### src/design/pom_pkg.sv
/*
  Constants for the packet and power monitor: register map, reset values,
  persistence times and the far-end indicator word layout.
  Assumes a 50 MHz hclk and word-only AHB-Lite accesses.
*/
package pom_pkg;
  localparam int          ADDR_W       = 8;
  localparam logic [7:0]  CTRL_OFS     = 8'h00;
  localparam logic [7:0]  PKT_SET_OFS  = 8'h04;
  localparam logic [7:0]  PKT_CLR_OFS  = 8'h08;
  localparam logic [7:0]  MON_PER_OFS  = 8'h0c;
  localparam logic [7:0]  TX_PER_OFS   = 8'h10;
  localparam logic [7:0]  STATUS_OFS   = 8'h14;
  localparam logic [7:0]  PWR_IND_OFS  = 8'h18;
  localparam logic [7:0]  TX_WORD_OFS  = 8'h1c;
  // Control fields
  localparam int          CTRL_W       = 6;
  localparam int          FAST_EN_B    = 0;
  localparam int          SLOW_EN_B    = 1;
  localparam int          CO_ROLE_B    = 2;
  localparam int          PRO_SUP_B    = 3;
  localparam int          FPO_SUP_B    = 4;
  localparam int          IDLE_B       = 5;
  localparam int          SOFT_CLR_B   = 31;
  localparam logic [5:0]  CTRL_RST     = 6'h07;
  localparam logic [15:0] PKT_SET_RST  = 16'h03e8;
  localparam logic [15:0] PKT_CLR_RST  = 16'h03e8;
  localparam logic [15:0] MON_PER_RST  = 16'h03e8;
  localparam logic [15:0] TX_PER_RST   = 16'h0064;
  // Timebase: one tick per millisecond
  localparam int          CLK_HZ       = 50_000_000;
  localparam int          TICK_US      = 1000;
  localparam int          TICK_CYC     = CLK_HZ / 1_000_000 * TICK_US;
  localparam int          POWER_SET_MS = 2500;
  localparam int          POWER_CLR_MS = 10000;
  localparam logic [15:0] POWER_SET_T  = 16'(POWER_SET_MS * 1000 / TICK_US);
  localparam logic [15:0] POWER_CLR_T  = 16'(POWER_CLR_MS * 1000 / TICK_US);
  // Received power in quarter dB; 6 dB below the reference
  localparam logic [11:0] LOS_MARGIN   = 12'h018;
  // Transmitted far-end indicator word
  localparam int          TXW_W        = 14;
  localparam int          TXW_LOS      = 4;
  localparam int          TXW_LPR      = 6;
  localparam int          TXW_PRO      = 7;
  localparam int          TXW_FPER     = 10;
  localparam int          TXW_FAR_PACKET_LOSS     = 12;
  localparam logic [13:0] IDLE_MASK    = 14'h00d0;
endpackage : pom_pkg

### src/design/pom_monitor.sv
/*
  Packet and power primitive monitor with far-end indicator assembly,
  reached over an AHB-Lite slave port.
  Assumes inputs synchronous to hclk, an upstream averager that presents
  received power every 0.1 s, and a transfer block that ships tx_word.
*/
// Chosen here: register access over AHB-Lite and the register addresses.
module pom_monitor #(
  parameter int TICK_CYCLES = pom_pkg::TICK_CYC,
  parameter int NCH         = 2
) (
  input  wire logic                    hclk,
  input  wire logic                    hresetn,
  input  wire logic                    hsel,
  input  wire logic [31:0]             haddr,
  input  wire logic [1:0]              htrans,
  input  wire logic                    hwrite,
  input  wire logic [2:0]              hsize,
  input  wire logic [31:0]             hwdata,
  input  wire logic                    hready,
  output logic      [31:0]             hrdata,
  output logic                         hreadyout,
  output logic                         hresp,
  input  wire logic [NCH-1:0]          fcs_err,
  input  wire logic [NCH-1:0]          far_per_ind,
  input  wire logic [NCH-1:0]          far_pdef_ind,
  input  wire logic [NCH-1:0]          pkt_loss_defect,
  input  wire logic                    supply_fail,
  input  wire logic                    power_switch_off,
  input  wire logic                    far_lpr_ind,
  input  wire logic                    far_pro_ind,
  input  wire logic [3:0]              line_anom,
  input  wire logic                    sef_defect,
  input  wire logic                    ncd_anom,
  input  wire logic                    hec_anom,
  input  wire logic                    steady_state,
  input  wire logic [11:0]             rx_pwr_qdb,
  input  wire logic                    rx_pwr_valid,
  output logic      [NCH-1:0]          packet_error_event,
  output logic      [NCH-1:0]          far_packet_error_event,
  output logic      [NCH-1:0]          packet_error_defect,
  output logic      [NCH-1:0]          far_packet_error_defect,
  output logic                         signal_loss_defect,
  output logic                         supply_loss_event,
  output logic                         supply_loss_failure,
  output logic                         power_off_failure,
  output logic                         far_supply_loss_event,
  output logic                         far_supply_loss_failure,
  output logic                         far_power_off_failure,
  output logic      [5:0]              power_ind,
  output logic      [pom_pkg::TXW_W-1:0] tx_word,
  output logic                         tx_valid
);

  typedef struct packed {
    logic                           ap_val;
    logic                           ap_wr;
    logic [pom_pkg::ADDR_W-1:0]     ap_addr;
    logic [31:0]                    rdata;
    logic [pom_pkg::CTRL_W-1:0]     ctrl;
    logic [15:0]                    pkt_set;
    logic [15:0]                    pkt_clr;
    logic [15:0]                    mon_per;
    logic [15:0]                    tx_per;
    logic [15:0]                    tick_cnt;
    logic                           tick;
    logic [NCH-1:0]                 per_ev;
    logic [NCH-1:0]                 fper_ev;
    logic [NCH-1:0]                 per_def;
    logic [NCH-1:0]                 fper_def;
    logic [NCH-1:0][15:0]           per_cnt;
    logic                           lpr_ev;
    logic                           lpr_fail;
    logic [15:0]                    lpr_cnt;
    logic                           pro_fail;
    logic                           flpr_ev;
    logic                           flpr_arm;
    logic                           flpr_fail;
    logic [15:0]                    flpr_cnt;
    logic                           fpo_fail;
    logic [15:0]                    fpo_cnt;
    logic                           ref_ok;
    logic [11:0]                    ref_pwr;
    logic                           los;
    logic [15:0]                    mon_cnt;
    logic [15:0]                    tx_cnt;
    logic [5:0]                     pwr_acc;
    logic [5:0]                     pwr_ind;
    logic [3:0]                     line_acc;
    logic [pom_pkg::TXW_W-1:0]      tx_word;
    logic                           tx_valid;
  } pom_state_t;

  pom_state_t s_reg;
  pom_state_t s_next;

  ////////////////////////////////////////////////////////////////////////////
  // Persistence timer: flips flag after the input disagrees for the
  // set or clear time in ticks; any agreement restarts the count
  function automatic logic [16:0] pom_persist(
    input logic        act,
    input logic        flag,
    input logic [15:0] cnt,
    input logic        tick,
    input logic [15:0] set_t,
    input logic [15:0] clr_t
  );
    logic [15:0] lim;
    logic [15:0] inc;
    lim = flag ? clr_t : set_t;
    inc = cnt + 16'h0001;
    if (act == flag)
      return {flag, 16'h0000};
    else if (!tick)
      return {flag, cnt};
    else if (inc >= lim)
      return {~flag, 16'h0000};
    else
      return {flag, inc};
  endfunction : pom_persist

  function automatic logic [31:0] pom_rd(input pom_state_t s, input logic [7:0] a);
    logic [31:0] d;
    d = 32'h0000_0000;
    case (a)
      pom_pkg::CTRL_OFS:    d[pom_pkg::CTRL_W-1:0] = s.ctrl;
      pom_pkg::PKT_SET_OFS: d[15:0] = s.pkt_set;
      pom_pkg::PKT_CLR_OFS: d[15:0] = s.pkt_clr;
      pom_pkg::MON_PER_OFS: d[15:0] = s.mon_per;
      pom_pkg::TX_PER_OFS:  d[15:0] = s.tx_per;
      pom_pkg::STATUS_OFS:  d[23:0] = {s.per_ev, s.fper_ev, s.per_def, s.fper_def,
                                       s.los, s.lpr_ev, s.lpr_fail, s.pro_fail,
                                       s.flpr_ev, s.flpr_fail, s.fpo_fail, 9'h000};
      pom_pkg::PWR_IND_OFS: d[5:0] = s.pwr_ind;
      pom_pkg::TX_WORD_OFS: d[pom_pkg::TXW_W-1:0] = s.tx_word;
      default:              d = 32'h0000_0000;
    endcase
    return d;
  endfunction : pom_rd

  ////////////////////////////////////////////////////////////////////////////
  logic        co;
  logic        soft_clr;
  logic [16:0] pt;
  logic [5:0]  pwr_now;
  logic [NCH-1:0] ch_en;
  logic [13:0] txw;

  always_comb
  begin
    s_next   = s_reg;
    soft_clr = 1'b0;
    co       = s_reg.ctrl[pom_pkg::CO_ROLE_B];
    ch_en    = NCH'({s_reg.ctrl[pom_pkg::SLOW_EN_B], s_reg.ctrl[pom_pkg::FAST_EN_B]});
    pt       = 17'h00000;
    pwr_now  = 6'h00;
    txw      = 14'h0000;

    // Bus: zero wait states, data phase follows the taken address phase
    s_next.ap_val = hsel & hready & htrans[1];
    if (s_next.ap_val)
    begin
      s_next.ap_wr   = hwrite;
      s_next.ap_addr = haddr[pom_pkg::ADDR_W-1:0];
      s_next.rdata   = pom_rd(s_reg, haddr[pom_pkg::ADDR_W-1:0]);
    end
    if (s_reg.ap_val && s_reg.ap_wr)
    begin
      case (s_reg.ap_addr)
        pom_pkg::CTRL_OFS:
        begin
          s_next.ctrl = hwdata[pom_pkg::CTRL_W-1:0];
          soft_clr    = hwdata[pom_pkg::SOFT_CLR_B];
        end
        pom_pkg::PKT_SET_OFS: s_next.pkt_set = hwdata[15:0];
        pom_pkg::PKT_CLR_OFS: s_next.pkt_clr = hwdata[15:0];
        pom_pkg::MON_PER_OFS: s_next.mon_per = hwdata[15:0];
        pom_pkg::TX_PER_OFS:  s_next.tx_per  = hwdata[15:0];
        default: ;
      endcase
    end

    // Millisecond tick shared by every timer
    s_next.tick = 1'b0;
    if (s_reg.tick_cnt >= 16'(TICK_CYCLES - 1))
    begin
      s_next.tick_cnt = 16'h0000;
      s_next.tick     = 1'b1;
    end
    else
      s_next.tick_cnt = s_reg.tick_cnt + 16'h0001;

    // Each channel keeps its own event, defect and timer state
    for (int c = 0; c < NCH; c++)
    begin
      if (ch_en[c])
      begin
        s_next.per_ev[c]   = fcs_err[c];
        s_next.fper_ev[c]  = far_per_ind[c];
        s_next.fper_def[c] = far_pdef_ind[c];
        pt = pom_persist(s_reg.per_ev[c], s_reg.per_def[c], s_reg.per_cnt[c],
                         s_reg.tick, s_reg.pkt_set, s_reg.pkt_clr);
        s_next.per_def[c] = pt[16];
        s_next.per_cnt[c] = pt[15:0];
      end
      else
      begin
        s_next.per_ev[c]   = 1'b0;
        s_next.fper_ev[c]  = 1'b0;
        s_next.fper_def[c] = 1'b0;
        s_next.per_def[c]  = 1'b0;
        s_next.per_cnt[c]  = 16'h0000;
      end
    end

    // Signal loss against a reference caught at the first steady-state sample
    if (!steady_state)
    begin
      s_next.ref_ok = 1'b0;
      s_next.los    = 1'b0;
    end
    else if (rx_pwr_valid)
    begin
      if (!s_reg.ref_ok)
      begin
        s_next.ref_ok  = 1'b1;
        s_next.ref_pwr = rx_pwr_qdb;
      end
      else
        s_next.los = (s_reg.ref_pwr >= pom_pkg::LOS_MARGIN) &&
                     (rx_pwr_qdb < s_reg.ref_pwr - pom_pkg::LOS_MARGIN);
    end

    // Near-end power primitives
    s_next.lpr_ev = supply_fail;
    pt = pom_persist(s_reg.lpr_ev, s_reg.lpr_fail, s_reg.lpr_cnt, s_reg.tick,
                     pom_pkg::POWER_SET_T, pom_pkg::POWER_CLR_T);
    s_next.lpr_fail = pt[16];
    s_next.lpr_cnt  = pt[15:0];
    s_next.pro_fail = s_reg.ctrl[pom_pkg::PRO_SUP_B] & power_switch_off;

    // Far-end power primitives, only presented by the central office
    s_next.flpr_ev = co & far_lpr_ind;
    if (s_reg.flpr_ev)
      s_next.flpr_arm = 1'b1;
    pt = pom_persist(s_reg.los & (s_reg.flpr_arm | s_reg.flpr_fail), s_reg.flpr_fail,
                     s_reg.flpr_cnt, s_reg.tick,
                     pom_pkg::POWER_SET_T, pom_pkg::POWER_CLR_T);
    s_next.flpr_fail = co & pt[16];
    s_next.flpr_cnt  = pt[15:0];
    // A fresh far report in the declaring cycle keeps the arm set
    if (pt[16] && !s_reg.flpr_fail && !s_reg.flpr_ev)
      s_next.flpr_arm = 1'b0;

    // Far power-off: declared at once, cleared after a quiet spell, or at once when not central office or not supported
    if (!(co && s_reg.ctrl[pom_pkg::FPO_SUP_B]))
    begin
      s_next.fpo_fail = 1'b0;
      s_next.fpo_cnt  = 16'h0000;
    end
    else if (far_pro_ind)
    begin
      s_next.fpo_fail = 1'b1;
      s_next.fpo_cnt  = 16'h0000;
    end
    else if (s_reg.fpo_fail)
    begin
      pt = pom_persist(s_reg.los, 1'b1, s_reg.fpo_cnt, s_reg.tick,
                       pom_pkg::POWER_CLR_T, pom_pkg::POWER_CLR_T);
      s_next.fpo_fail = pt[16];
      s_next.fpo_cnt  = pt[15:0];
    end

    // Period capture; an event in the capture cycle counts for the closing period
    pwr_now = {s_reg.lpr_ev, s_reg.lpr_fail, s_reg.pro_fail,
               s_reg.flpr_ev, s_reg.flpr_fail, s_reg.fpo_fail};
    s_next.pwr_acc = s_reg.pwr_acc | pwr_now;
    if (s_reg.tick)
    begin
      if (s_reg.mon_cnt + 16'h0001 >= s_reg.mon_per)
      begin
        s_next.mon_cnt = 16'h0000;
        s_next.pwr_ind = s_reg.pwr_acc | pwr_now;
        s_next.pwr_acc = 6'h00;
      end
      else
        s_next.mon_cnt = s_reg.mon_cnt + 16'h0001;
    end

    // Far-end indicator word for the peer
    s_next.line_acc = s_reg.line_acc | line_anom;
    txw = {pkt_loss_defect, s_reg.per_def, hec_anom, ncd_anom,
           s_reg.pro_fail, s_reg.lpr_ev, sef_defect, s_reg.los, s_reg.line_acc};
    s_next.tx_valid = 1'b0;
    if (s_reg.tick)
    begin
      if (s_reg.tx_cnt + 16'h0001 >= s_reg.tx_per)
      begin
        s_next.tx_cnt = 16'h0000;
        if (s_reg.ctrl[pom_pkg::IDLE_B])
        begin
          s_next.tx_word  = txw & pom_pkg::IDLE_MASK;
          s_next.tx_valid = 1'b1;
        end
        else if (steady_state)
        begin
          s_next.tx_word  = txw;
          s_next.tx_valid = 1'b1;
        end
        s_next.line_acc = line_anom;
      end
      else
        s_next.tx_cnt = s_reg.tx_cnt + 16'h0001;
    end

    // Soft clear wipes primitives, timers and indicators, keeps setup
    if (soft_clr)
    begin
      s_next          = '0;
      s_next.ctrl     = hwdata[pom_pkg::CTRL_W-1:0];
      s_next.pkt_set  = s_reg.pkt_set;
      s_next.pkt_clr  = s_reg.pkt_clr;
      s_next.mon_per  = s_reg.mon_per;
      s_next.tx_per   = s_reg.tx_per;
      s_next.ap_val   = hsel & hready & htrans[1];
      s_next.ap_wr    = hwrite;
      s_next.ap_addr  = haddr[pom_pkg::ADDR_W-1:0];
      s_next.rdata    = pom_rd(s_reg, haddr[pom_pkg::ADDR_W-1:0]);
    end
  end

  always_ff @(posedge hclk or negedge hresetn)
  begin
    if (!hresetn)
    begin
      s_reg         <= '0;
      s_reg.ctrl    <= pom_pkg::CTRL_RST;
      s_reg.pkt_set <= pom_pkg::PKT_SET_RST;
      s_reg.pkt_clr <= pom_pkg::PKT_CLR_RST;
      s_reg.mon_per <= pom_pkg::MON_PER_RST;
      s_reg.tx_per  <= pom_pkg::TX_PER_RST;
    end
    else
      s_reg <= s_next;
  end

  ////////////////////////////////////////////////////////////////////////////
  assign hrdata                  = s_reg.rdata;
  assign hreadyout               = 1'b1;
  assign hresp                   = 1'b0;
  assign packet_error_event      = s_reg.per_ev;
  assign far_packet_error_event  = s_reg.fper_ev;
  assign packet_error_defect     = s_reg.per_def;
  assign far_packet_error_defect = s_reg.fper_def;
  assign signal_loss_defect      = s_reg.los;
  assign supply_loss_event       = s_reg.lpr_ev;
  assign supply_loss_failure     = s_reg.lpr_fail;
  assign power_off_failure       = s_reg.pro_fail;
  assign far_supply_loss_event   = s_reg.flpr_ev;
  assign far_supply_loss_failure = s_reg.flpr_fail;
  assign far_power_off_failure   = s_reg.fpo_fail;
  assign power_ind               = s_reg.pwr_ind;
  assign tx_word                 = s_reg.tx_word;
  assign tx_valid                = s_reg.tx_valid;

  logic clr_d;
  always_ff @(posedge hclk or negedge hresetn)
  begin
    if (!hresetn)
      clr_d <= 1'b0;
    else
      clr_d <= soft_clr;
  end
endmodule : pom_monitor

### config.mk
export PLATFORM = sky130hd
export DESIGN_NAME = pom_monitor
export DESIGN_NICKNAME = d
export VERILOG_FILES = /design/src/design/pom_pkg.sv /design/src/design/pom_monitor.sv
export SDC_FILE = /design/constraint.sdc
export NUM_CORES = 1
export LEC_CHECK = 0
export ABC_AREA = 1
export BUFFER_PORTS_ARGS = -buffer_cell sky130_fd_sc_hd__buf_2
export CAP_MARGIN = 20
export CELL_PAD_IN_SITES_DETAIL_PLACEMENT = 0
export CELL_PAD_IN_SITES_GLOBAL_PLACEMENT = 1
export CORE_MARGIN = 1
export CORE_UTILIZATION = 48
export DETAILED_ROUTE_END_ITERATION = 10
export PLACE_DENSITY_LB_ADDON = 0.1
export SYNTH_ARGS = -nofsm -noshare
export SYNTH_HDL_FRONTEND = slang
export SYNTH_SLANG_ARGS = --single-unit
### constraint.sdc
create_clock -name hclk -period 4.9 [get_ports hclk]
set_input_delay 0.735 -clock hclk [delete_from_list [all_inputs] [get_ports hclk]]
set_output_delay 0.735 -clock hclk [all_outputs]
set_load 0.05 [all_outputs]
# Word-level counts from Yosys, hierarchy flattened
# Cells that the tools add are included.
[totals]
ff_bits = 301
input_bits = 107
out_inout_bits = 70
word_cells = 201
[op_classes]
n_addsub = 9
n_lt_le_gt_ge = 10
eq_ne = 29
mux = 66
bitwise_logic = 14
reduce_logical = 35
[ops]
columns = ["operator", "n"]
rows = [
  ["2-to-1 mux 17 bit", 18],
  ["2-to-1 mux 300 bit", 1],
  ["2-to-1 mux 16 bit", 13],
  ["adder 16 x 1 -> 16 bit (second input constant)", 8],
  ["2-to-1 mux 70 bit", 1],
  ["greater-or-equal comparator 16 bit", 4],
  ["2-to-1 mux 12 bit", 4],
  ["case mux 8 bit (6 select lines)", 1],
  ["2-to-1 mux 14 bit", 3],
  ["case mux 6 bit (7 select lines)", 1],
  ["2-to-1 mux 41 bit", 1],
  ["equality test 8 x 5 -> 1 bit (second input constant)", 5],
  ["2-to-1 mux 19 bit", 2],
  ["equality test 8 x 4 -> 1 bit (second input constant)", 4],
  ["greater-or-equal comparator 16 x 14 -> 1 bit", 2],
  ["2-to-1 mux 15 bit", 2],
  ["AND reduction 3 bit", 9],
  ["nonzero test 2 bit", 9],
  ["equality test 8 x 3 -> 1 bit (second input constant)", 2],
  ["greater-or-equal comparator 16 x 14 -> 1 bit (second input constant)", 1],
  ["greater-or-equal comparator 16 bit (second input constant)", 1],
  ["logical NOT 8 bit", 2],
  ["2-to-1 mux 1 bit", 16],
  ["greater-or-equal comparator 12 x 5 -> 1 bit (second input constant)", 1],
  ["23 further kinds", 52],
]

# Depth between registers and ports, before layout
# Gate-level depths: netlist of the first run.
[depth]
depth_word = 9
ltp_mapped = 21
mapped_depth_nobuf = 20

# Least setup slack after synthesis of the first run
# OpenSTA, ideal clock, no wires.
[synth_timing]
kind = "register to register"
startpoint = "register s_reg[47] (netlist bit)"
endpoint = "register s_reg, in the netlist power_ind[1]"
setup_ns = 0.082
t_arrival_ns = 3.003
t_required_ns = 4.818
slack_ns = 1.815
path_stages_with_launch = 20
path_buffers = 1
period_less_slack_ns = 3.085
path_cell_list = "dfrtp_1 > ha_1 > nand3_1 > nor3_1 > nand3_1 > nor3_2 > nand3_1 > nor3_1 > xor2_1 > inv_1 > ha_1 > nand4_1 > inv_1 > a21oi_1 > a21boi_0 > nand2_1 > o21ai_1 > inv_1 > buf_2 > o22ai_1"
[synth_between]
elab_chain_len = 4
[synth_rtl]
columns = ["element", "line", "text"]
rows = [
  ["start: declaration", "pom_monitor.sv:94", "pom_state_t s_reg;"],
  ["start signal: assignment", "pom_monitor.sv:344", "s_reg <= s_next;"],
  ["adder 16 x 1 -> 16 bit", "pom_monitor.sv:280", "if (s_reg.mon_cnt + 16'h0001 >= s_reg.mon_per)"],
  ["greater-or-equal comparator 16 bit", "pom_monitor.sv:280", ""],
  ["nonzero test 2 bit (no source line)", "n/a", ""],
  ["AND reduction 2 bit (no source line)", "n/a", ""],
]
# Every way passes these cells.
# A chain may end at the register's enable or synchronous reset.

# Worst setup path after layout of the first run
[layout_timing]
startpoint = "register s_reg[47] (netlist bit)"
endpoint = "register s_reg[47] (netlist bit)"
[layout_between]
elab_chain_len = 5
[layout_rtl]
columns = ["element", "line", "text"]
rows = [
  ["adder 16 x 1 -> 16 bit (*)", "pom_monitor.sv:280, pom_monitor.sv:287", ""],
  ["greater-or-equal comparator 16 bit", "pom_monitor.sv:280", ""],
  ["2-to-1 mux 16 bit (*)", "pom_monitor.sv:280", ""],
  ["2-to-1 mux 16 bit (*)", "pom_monitor.sv:278", "if (s_reg.tick)"],
  ["2-to-1 mux 300 bit (*)", "pom_monitor.sv:317", "if (soft_clr)"],
]
# Mark *: on every way between the ends. The rest lies on a longest branch, timed or not. The select of a mux whose other input is x is not followed.

==> metrics.md, run 1 <==
| Metric | Value |
|---|---|
| Post-synthesis async set-or-reset flop share | `1.00` |
| Core box area | `34900 sq um` |
| Design area | `19100 sq um` |
| Post-synth EDFFs | `0` |
| Final period util | `0.792` |
| WL/cell | `17.0 um` |
| Max reg flops | `230` |
| CTS Sinks | `roughly 290` |
| First-pass GRT wire length | `approximately 74000 um` |
| Status | `finished clean` |
| Average size of a mapped cell | `7.95 sq um` |
| DR vias | `14239` |
| Leakage dissipation | `9.46 nW` |
| Final net count | `2438` |
| Largest net degree at the start of global routing | `107` |
| CP dominant cell by count | `nand3_1` |
| Worst-Margin Slew | `1.00 ns` |
| Post-Synthesis Cells | `2164` |
| Hold crit path type | `in2async` |
| Drt pass-1 iters | `5` |
| Yosys warning count | `0` |
| Clock Pin Slew Worst Setup and Hold Paths | `0.06 ns` |
| Via density | `5.25` |
| Most common cell after layout, fill and taps aside | `nand2_1` |
| CTS tree | `yes` |
| Die Span X | `191 um` |
| CP max stage delay | `0.42 ns` |
| Initial DRC Count | `between 1000 and 1500` |
| Post-synth top area share | `0.391` |
| Clk_lat worst skew | `roughly 0.53 ns` |
| Die height | `191 um` |
| Final hold vios | `0` |
| Rows | `just under 70` |
| Placed cell area | `approximately 18000 sq um` |
| Crit path max fanout | `12` |
| Max-slew headroom | `0.331` |
| Final setup violating endpoints | `0` |
| Gpl congestion | `roughly 0.86` |
| Worst Path Buf+Inv | `3` |
| Layout area overhead | `11.1%` |
| Sum of negative setup slack | `0 ns` |
| Overall Global Routing Usage | `0.259` |
| Max Slew Vio Count | `0` |
| Post-synth design cell area | `about 17000 sq um` |
| Commonest cells after routing, fill and taps aside | `nand2_1, inv_1, dfrtp_1, o21ai_0, nor2_1` |
| Max clock buf depth | `3` |
| Initial antenna violation count | `0` |
| Crit path DAT | `4.33 ns` |
| Layout Skew | `around 0.017 ns` |
| Largest cells by area after synthesis | `dfrtp_1, nand2_1, ha_1` |
| Crit path cell chain | `ha_1 -> nand3_1 -> nor3_1 -> nand3_1 -> nor3_2 -> nand3_1 -> nor3_1 -> xor2_1 -> inv_1 -> ha_1 -> nand4_1 -> inv_1 -> a21oi_1 -> a21boi_0 -> nand3_1 -> inv_1 -> nor2_1 -> a21oi_1` |
| Starting Density | `0.493` |
| Crit path max-delay family | `simple AND/OR/NAND/NOR gates` |
| Minimum period implied by the final worst setup slack | `between 3 and 4 ns` |
| GRT overflow | `0` |
| Fillers | `3405` |
| #FFs+latches synth | `roughly 300` |
| DRC | `0` |
| Netlist cell types | `52` |
| Max cap viols | `0` |
| Root Buffer Master | `clkbuf_16` |
| H-tree depth | `2` |
| Vias in the first global route | `13728` |
| Achievable Freq | `between 0.2 and 0.3 GHz` |
| Share of layout cells above drive strength 1 | `0.118` |
| Post-CTS setup buffer count | `0` |
| Slowest stage cell, crit path | `dfrtp_1` |
| DP Wirelength | `34600 um` |
| Area of the multi-input gates | `8000 sq um` |
| Crit path required time | `5.35 ns` |
| Critical Path Source Type | `register` |
| Synth Flop Type | `dfrtp_1` |
| RSZ-0062 raised after global routing | `no` |
| Sequential Area | `7360 sq um` |
| Register area share after synthesis | `0.428` |
| Remaining antenna violation count | `0` |
| Worst setup path class | `reg2reg` |
| # IOs | `177` |
| Total Wirelength | `46200 um` |
| Port Buffers | `123` |
| Worst IR Drop VDD | `0.292 mV` |
| Biggest area consumer among synthesized cells | `dfrtp_1` |
| CTS buffer count | `35` |
| Cells resized by post-CTS repair | `0` |
| Crit end category | `register` |
| Pwr dens | `322 nW/um^2` |
| Die area | `36600 sq um` |
| Hold buffers post-CTS | `0` |
-- worst paths after layout --
check,startpoint,cells after the start,slack [ns],to
setup reg to reg,s_reg[47],18,1.02,s_reg[47]
hold reg to reg,s_reg[173],1,0.47,s_reg[173]
min in group hclk,far_pdef_ind[0],3,0.40,far_packet_error_defect[0]
hold / removal,hresetn,1,0.24,far_packet_error_defect[1]
max in group asynchronous,hresetn,2,3.48,s_reg[71]
setup / recovery,s_reg[47],18,1.02,s_reg[47]
-- routing by layer --
| layer | wire, um | track usage |
|---|---|---|
| met1 | 22500 | 0.387 |
| met5 | 0 | 0 |
| met2 | 20200 | 0.393 |
| met4 | 1090 | 0.0730 |
| met3 | 2370 | 0.0307 |
-- cells in the mapped netlist, types with 9 or more instances --
library cell	instances
o21ai_0	177
buf_4	64
inv_1	297
dfstp_2	24
xnor2_1	14
nand3_1	116
o21ai_1	34
a31oi_1	13
nand2_2	10
ha_1	102
nand4_1	24
nor4_1	10
nor3_1	41
a21oi_1	65
o22ai_1	48
nor2_1	145
buf_2	15
xor2_1	82
o211ai_1	9
nand2_1	485
dfrtp_1	269
clkbuf_1	40
-- logic make-up after synthesis --
| kind of cell | share of synthesized area |
|---|---|
| compound gates | 0.126 |
| xor+xnor | 0.0489 |
| fa+ha+maj | 0.0742 |
| buf+inv | 0.109 |
| flops | 0.428 |
| other cells | 0.000436 |
| simple gates | 0.214 |
-- through the flow --
step | total power [mW] | std cells | setup WS (ns) | hold WS, ns | utilization
after global placement | 3.44 | 2644 | 1.08 | 0.450 | 0.511
after floorplan | 3.20 | 2172 | 1.81 | 0.433 | -
after global routing | 6.43 | 2710 | 0.541 | 0.309 | 0.548
after detailed placement | 3.46 | 2644 | 1.00 | 0.461 | 0.511
after CTS | 6.22 | 2707 | 0.995 | 0.287 | 0.546
final | 6.16 | 2711 | 1.02 | 0.244 | 0.548
-- final cells by class --
class,instances,area share
inverters,305,0.0599
clock inverters,13,0.0104
flip-flops and latches,293,0.385
diodes,1,0.000131
repair buffers,141,0.0429
clock buffers,50,0.0531
multi-input cells,1453,0.419
well taps,455,0.0298
-- where the power goes --
group | internal (mW) | switching, mW
clock | 1.71 | 1.03
combinational | 0.228 | 0.533
sequential | 2.55 | 0.113
Power figures use the tool's default switching activity.
==> run 2, diff against run 1 <==
--- a/config.mk
+++ b/config.mk
@@ -11,7 +11,7 @@
 export CELL_PAD_IN_SITES_DETAIL_PLACEMENT = 0
 export CELL_PAD_IN_SITES_GLOBAL_PLACEMENT = 1
 export CORE_MARGIN = 1
-export CORE_UTILIZATION = 48
+export CORE_UTILIZATION = 45
 export DETAILED_ROUTE_END_ITERATION = 10
 export PLACE_DENSITY_LB_ADDON = 0.1
 export SYNTH_ARGS = -nofsm -noshare
==> constraint.sdc (replaced) <==
create_clock -name hclk -period 3.8 [get_ports hclk]
set_input_delay 0.57 -clock hclk [delete_from_list [all_inputs] [get_ports hclk]]
set_output_delay 0.57 -clock hclk [all_outputs]
set_load 0.05 [all_outputs]
==> metrics.md, run 2 (same netlist as run 1, synthesis figures left out) <==
| Metric | Value |
|---|---|
| Status | `finished clean` |
| Port Buffers | `123` |
| Max Slew Vio Count | `0` |
| Rows | `71` |
| Max reg flops | `230` |
| Share of layout cells above drive strength 1 | `0.133` |
| Max cap viols | `0` |
| Worst path depth | `18` |
| Worst Path Buf+Inv | `3` |
| Initial antenna violation count | `0` |
| DP Wirelength | `35900 um` |
| Slowest stage cell, crit path | `dfrtp_1` |
| Final hold vios | `0` |
| Worst setup path class | `reg2reg` |
| Placed cell area | `18100 sq um` |
| First-pass GRT wire length | `75800 um` |
| CTS Sinks | `293` |
| RSZ-0062 raised after global routing | `no` |
| R2R Path End | `power_ind[5]` |
| Crit path required time | `4.26 ns` |
| CTS tree | `yes` |
| Crit path DAT | `between 3 and 4 ns` |
| Sum of negative setup slack | `0 ns` |
| Overall Global Routing Usage | `0.252` |
| ANT cells | `0` |
| Die area | `39000 sq um` |
| Max clock buf depth | `3` |
| Initial DRC Count | `968` |
| # IOs | `177` |
| Final period util | `0.914` |
| Design area | `a little under 20000 sq um` |
| RR Startpoint | `s_reg[47]` |
| Layout Skew | `0.0173 ns` |
| DRC | `0` |
| WL/cell | `between 15 and 20 um` |
| Die Span X | `about 200 um` |
| Achievable Freq | `0.288 GHz` |
| Hold crit path type | `in2async` |
| Core box area | `37700 sq um` |
| Crit path cell chain | `ha_1 -> nand3_1 -> nor3_2 -> nand3_1 -> nor3_2 -> nand3_1 -> nor3_2 -> xor2_1 -> inv_1 -> ha_1 -> nand4_1 -> inv_1 -> a21oi_1 -> a21boi_1 -> nand2_1 -> o21ai_1 -> inv_2 -> o22ai_1` |
| Reg2Reg Setup Slack | `about 0.33 ns` |
| GRT overflow | `0` |
| Critical Path Source Type | `register` |
| Commonest cells after routing, fill and taps aside | `nand2_1, inv_1, dfrtp_1, o21ai_0, nor2_1` |
| Crit end category | `register` |
| Pwr dens | `411 nW/um^2` |
| Final setup violating endpoints | `0` |
| Vias in the first global route | `13708` |
| Die height | `198 um` |
| Critical path origin | `s_reg[47]` |
| CP endpoint | `power_ind[5]` |
| Clock Pin Slew Worst Setup and Hold Paths | `0.05 ns` |
| Worst IR Drop VDD | `0.302 mV` |
| DR vias | `14332` |
| Root Buffer Master | `clkbuf_16` |
| Largest net degree at the start of global routing | `95` |
| CTS buffer count | `37` |
| Remaining antenna violation count | `0` |
| Minimum period implied by the final worst setup slack | `3.47 ns` |
| Worst r2r path cells | `18` |
| Worst-Margin Slew | `0.919 ns` |
| Leakage dissipation | `9.57 nW` |
| H-tree depth | `2` |
| Most common cell after layout, fill and taps aside | `nand2_1` |
| Crit path max fanout | `12` |
| Crit path max-delay family | `simple AND/OR/NAND/NOR gates` |
| Total Wirelength | `47900 um` |
| Gpl congestion | `between 0.8 and 0.9` |
| Starting Density | `0.457` |
| Final net count | `between 2000 and 2500` |
| CP max stage delay | `0.43 ns` |
| Drt pass-1 iters | `5` |
| Layout area overhead | `12.6%` |
| Max-slew headroom | `0.387` |
| Clk_lat worst skew | `0.55 ns` |
| Via density | `5.14` |
## run 2: changes by cell type in the layout (fill, tap and decap cells not counted), moves of 4 or more
cell,previous run,this run
nor3_1,41,35
clkinv_2,5,9
nor3_2,5,11
clkbuf_8,4,8
buf_4,14,34
bufinv_16,5,1
## run 2: report_power, final
part	internal (mW)	switching [mW]	total (mW)	leakage (nW)
registers	3.28	0.147	3.43	3.83
clock network	2.10	1.40	3.50	0.602
logic	0.326	0.708	1.03	5.14
## run 2: what timing repair did
action / 4_1_cts / 5_1_grt
resized for setup: 0 / 15
hold buffers: 0 / 0
setup endpoints to repair: 0 / 67
buffers inserted: 0 / 2
## run 2: per-stage QoR
stage	util	setup slack, ns	std cells	hold slack, ns	power [mW]
detailed placement	0.480	0.0458	2719	0.448	4.50
floorplan	-	0.715	2172	0.274	4.12
CTS	0.512	0.0217	2787	0.0636	8.05
global placement	0.480	0.178	2719	0.445	4.49
global route	0.515	0.00485	2791	0.0849	8.33
finish	0.515	0.326	2791	0.0276	7.97
## run 2: final cells by class
type / instances / area [sq um]
Timing Repair Buffer: 161 / 968
Fill cell: 3801 / 18300
Sequential cell: 293 / 7360
Clock inverter: 13 / 98.8
Multi-Input combinational cell: 1453 / 8050
Inverter: 305 / 1140
Clock buffer: 55 / 1120
Tap cell: 511 / 639
## run 2: how the worst min path moves through the flow
stage / depth (start not counted) / slack [ns] / from / endpoint
after floorplan: 0 / 0.27 / hresetn / far_packet_error_defect[0]
after global placement: 1 / 0.44 / s_reg[173] / s_reg[173]
after detailed placement: 1 / 0.45 / s_reg[173] / s_reg[173]
after CTS: 1 / 0.06 / hresetn / far_packet_error_defect[1]
after global routing: 1 / 0.08 / hresetn / hrdata[21]
final: 1 / 0.03 / hresetn / far_packet_error_event[1]
## run 2: layer usage
metal / up-vias / track usage / part of all wire
met5: - / 0 / 0
met4: 0 / 0.0543 / 0.016
met3: 49 / 0.0470 / 0.063
met2: 365 / 0.389 / 0.44
met1: 6764 / 0.365 / 0.48
li1: 7154 / - / -
==> run 3, diff against run 2 <==
--- a/config.mk
+++ b/config.mk
@@ -14,6 +14,7 @@
 export CORE_UTILIZATION = 45
 export DETAILED_ROUTE_END_ITERATION = 10
 export PLACE_DENSITY_LB_ADDON = 0.1
+export RECOVER_POWER = 25
 export SYNTH_ARGS = -nofsm -noshare
 export SYNTH_HDL_FRONTEND = slang
 export SYNTH_SLANG_ARGS = --single-unit
==> metrics.md, run 3 (same netlist as run 1, synthesis figures left out) <==
| Metric | Value |
|---|---|
| First-pass GRT wire length | `around 76000 um` |
| Hold buffers post-CTS | `0` |
| Die Span X | `~200 um` |
| Max reg flops | `230` |
| Starting Density | `0.457` |
| Vias in the first global route | `13708` |
| Drt pass-1 iters | `5` |
| Initial DRC Count | `984` |
| Minimum period implied by the final worst setup slack | `approximately 3.5 ns` |
| Failing checks | `capacitance limit, slew limit` |
| Final net count | `2460` |
| # IOs | `177` |
| Crit end category | `register` |
| Pre-CTS setup slack | `0.0458 ns` |
| Root Buffer Master | `clkbuf_16` |
| Final setup violating endpoints | `0` |
| Clk_lat worst skew | `0.55 ns` |
| Core box area | `37700 sq um` |
| Gpl congestion | `0.864` |
| Post-route setup slack | `0.334 ns` |
| Largest net degree at the start of global routing | `95` |
| Crit path required time | `4.25 ns` |
| Status | `finished with violations` |
| Via density | `5.15` |
| H-tree depth | `2` |
| Layout Skew | `roughly 0.018 ns` |
| Remaining antenna violation count | `0` |
| Achievable Freq | `roughly 0.29 GHz` |
| Crit path cell chain | `ha_1 -> nand3_1 -> nor3_2 -> nand3_1 -> nor3_2 -> nand3_1 -> nor3_2 -> xor2_1 -> inv_1 -> ha_1 -> nand4_1 -> inv_1 -> a21oi_1 -> a21boi_1 -> nand2_1 -> o21ai_1 -> inv_2 -> o22ai_1` |
| Overall Global Routing Usage | `0.252` |
| CP max stage delay | `0.42 ns` |
| Critical Path Source Type | `register` |
| Rows | `71` |
| DRC | `0` |
| Most common cell after layout, fill and taps aside | `nand2_1` |
| Slowest stage cell, crit path | `dfrtp_1` |
| Max-slew headroom | `-0.674` |
| Crit path max fanout | `12` |
| DP Wirelength | `35900 um` |
| DR vias | `between 10000 and 15000` |
| ANT cells | `0` |
| CTS Sinks | `just under 300` |
| Final period util | `0.912` |
| Clock Pin Slew Worst Setup and Hold Paths | `0.06 ns` |
| Pwr dens | `412 nW/um^2` |
| Max clock buf depth | `3` |
| Fillers | `roughly 3800` |
| CTS buffer count | `37` |
| Layout area overhead | `12.4%` |
| Crit path DAT | `3.92 ns` |
| Final hold vios | `0` |
| CTS tree | `yes` |
| Initial antenna violation count | `0` |
| Worst IR Drop VDD | `0.301 mV` |
| Port Buffers | `123` |
| Total Wirelength | `48000 um` |
| Die area | `just under 40000 sq um` |
| Hold crit path type | `in2reg` |
| Leakage dissipation | `around 9.6 nW` |
| Die height | `198 um` |
| Max Slew Vio Count | `95` |
| Share of layout cells above drive strength 1 | `0.133` |
| GRT overflow | `0` |
| WL/cell | `17.2 um` |
| Commonest cells after routing, fill and taps aside | `nand2_1, inv_1, dfrtp_1, o21ai_0, nor2_1` |
| Worst setup path class | `reg2reg` |
| Worst-Margin Slew | `roughly 2.5 ns` |
| RSZ-0062 raised after global routing | `no` |
| Max cap viols | `1` |
| Sum of negative setup slack | `0 ns` |
-- run 3: cell types whose count changed in the layout (fill, tap and decap cells not counted) --
cell / delta
buf_12: -2
clkbuf_4: +2
buf_4: -1
buf_8: -1
clkbuf_1: +1
clkbuf_2: +1
-- run 3: power breakdown --
group | leakage, nW | switching, mW | internal, mW
sequential | 3.83 | 0.147 | 3.28
clock | 0.602 | 1.40 | 2.10
combinational | 5.13 | 0.708 | 0.322
-- run 3: worst max-delay path: cells and delay by family, from the launching register on --
kind | cells | cell delay [ns]
AOI/OAI and AO/OA | 4 | 0.65
xor gates and xnor gates | 1 | 0.21
adders and majority gates | 2 | 0.50
buffers and inverters | 3 | 0.25
DFF | 1 | 0.42
and+or+nand+nor | 8 | 1.33
-- run 3: timing repair --
item / CTS / global route
resized for setup: 0 / 15
setup buffers: 0 / 2
setup endpoints to repair: 0 / 67
-- run 3: final timing paths --
check / start / end / slack [ns] / cells past startpoint
setup / recovery: s_reg[47] / power_ind[0] / 0.33 / 18
hold / removal: far_pdef_ind[1] / far_packet_error_defect[1] / 0.21 / 3
setup reg to reg: s_reg[47] / power_ind[0] / 0.33 / 18
hold reg to reg: s_reg[173] / s_reg[173] / 0.45 / 1
max in group asynchronous: hresetn / s_reg[105] / 0.76 / 2
min in group asynchronous: hresetn / far_packet_error_event[1] / 0.75 / 1
-- run 3: final cells by class --
| type | instances | area, sq um | share of cell area |
|---|---|---|---|
| inverters | 305 | 1140 | 0.0592 |
| multi-input cells | 1453 | 8050 | 0.416 |
| flip-flops and latches | 293 | 7360 | 0.381 |
| repair buffers | 161 | 930 | 0.0481 |
| clock inverters | 13 | 98.8 | 0.00511 |
| clock buffers | 55 | 1120 | 0.0577 |
| well taps | 511 | 639 | 0.0331 |
-- run 3: through the flow --
stage          std cells  power (mW)  utilization  hold slack (ns)  cell area (sq um)
2_1_floorplan       2172        4.12            -            0.274              17200
3_3_place_gp        2719        4.49        0.480            0.445              18100
3_5_place_dp        2719        4.50        0.480            0.448              18100
4_1_cts             2787        8.05        0.512           0.0636              19300
5_1_grt             2791        8.32        0.514            0.201              19300
6_report            2791        7.96        0.514            0.206              19300
-- run 3: routing by layer --
layer / part of all wire / up-vias / global-route usage
met1: 0.48 / 6815 / 0.365
li1: - / 7163 / -
met3: 0.058 / 53 / 0.0470
met2: 0.45 / 354 / 0.389
met4: 0.016 / 0 / 0.0543
met5: 0 / - / 0
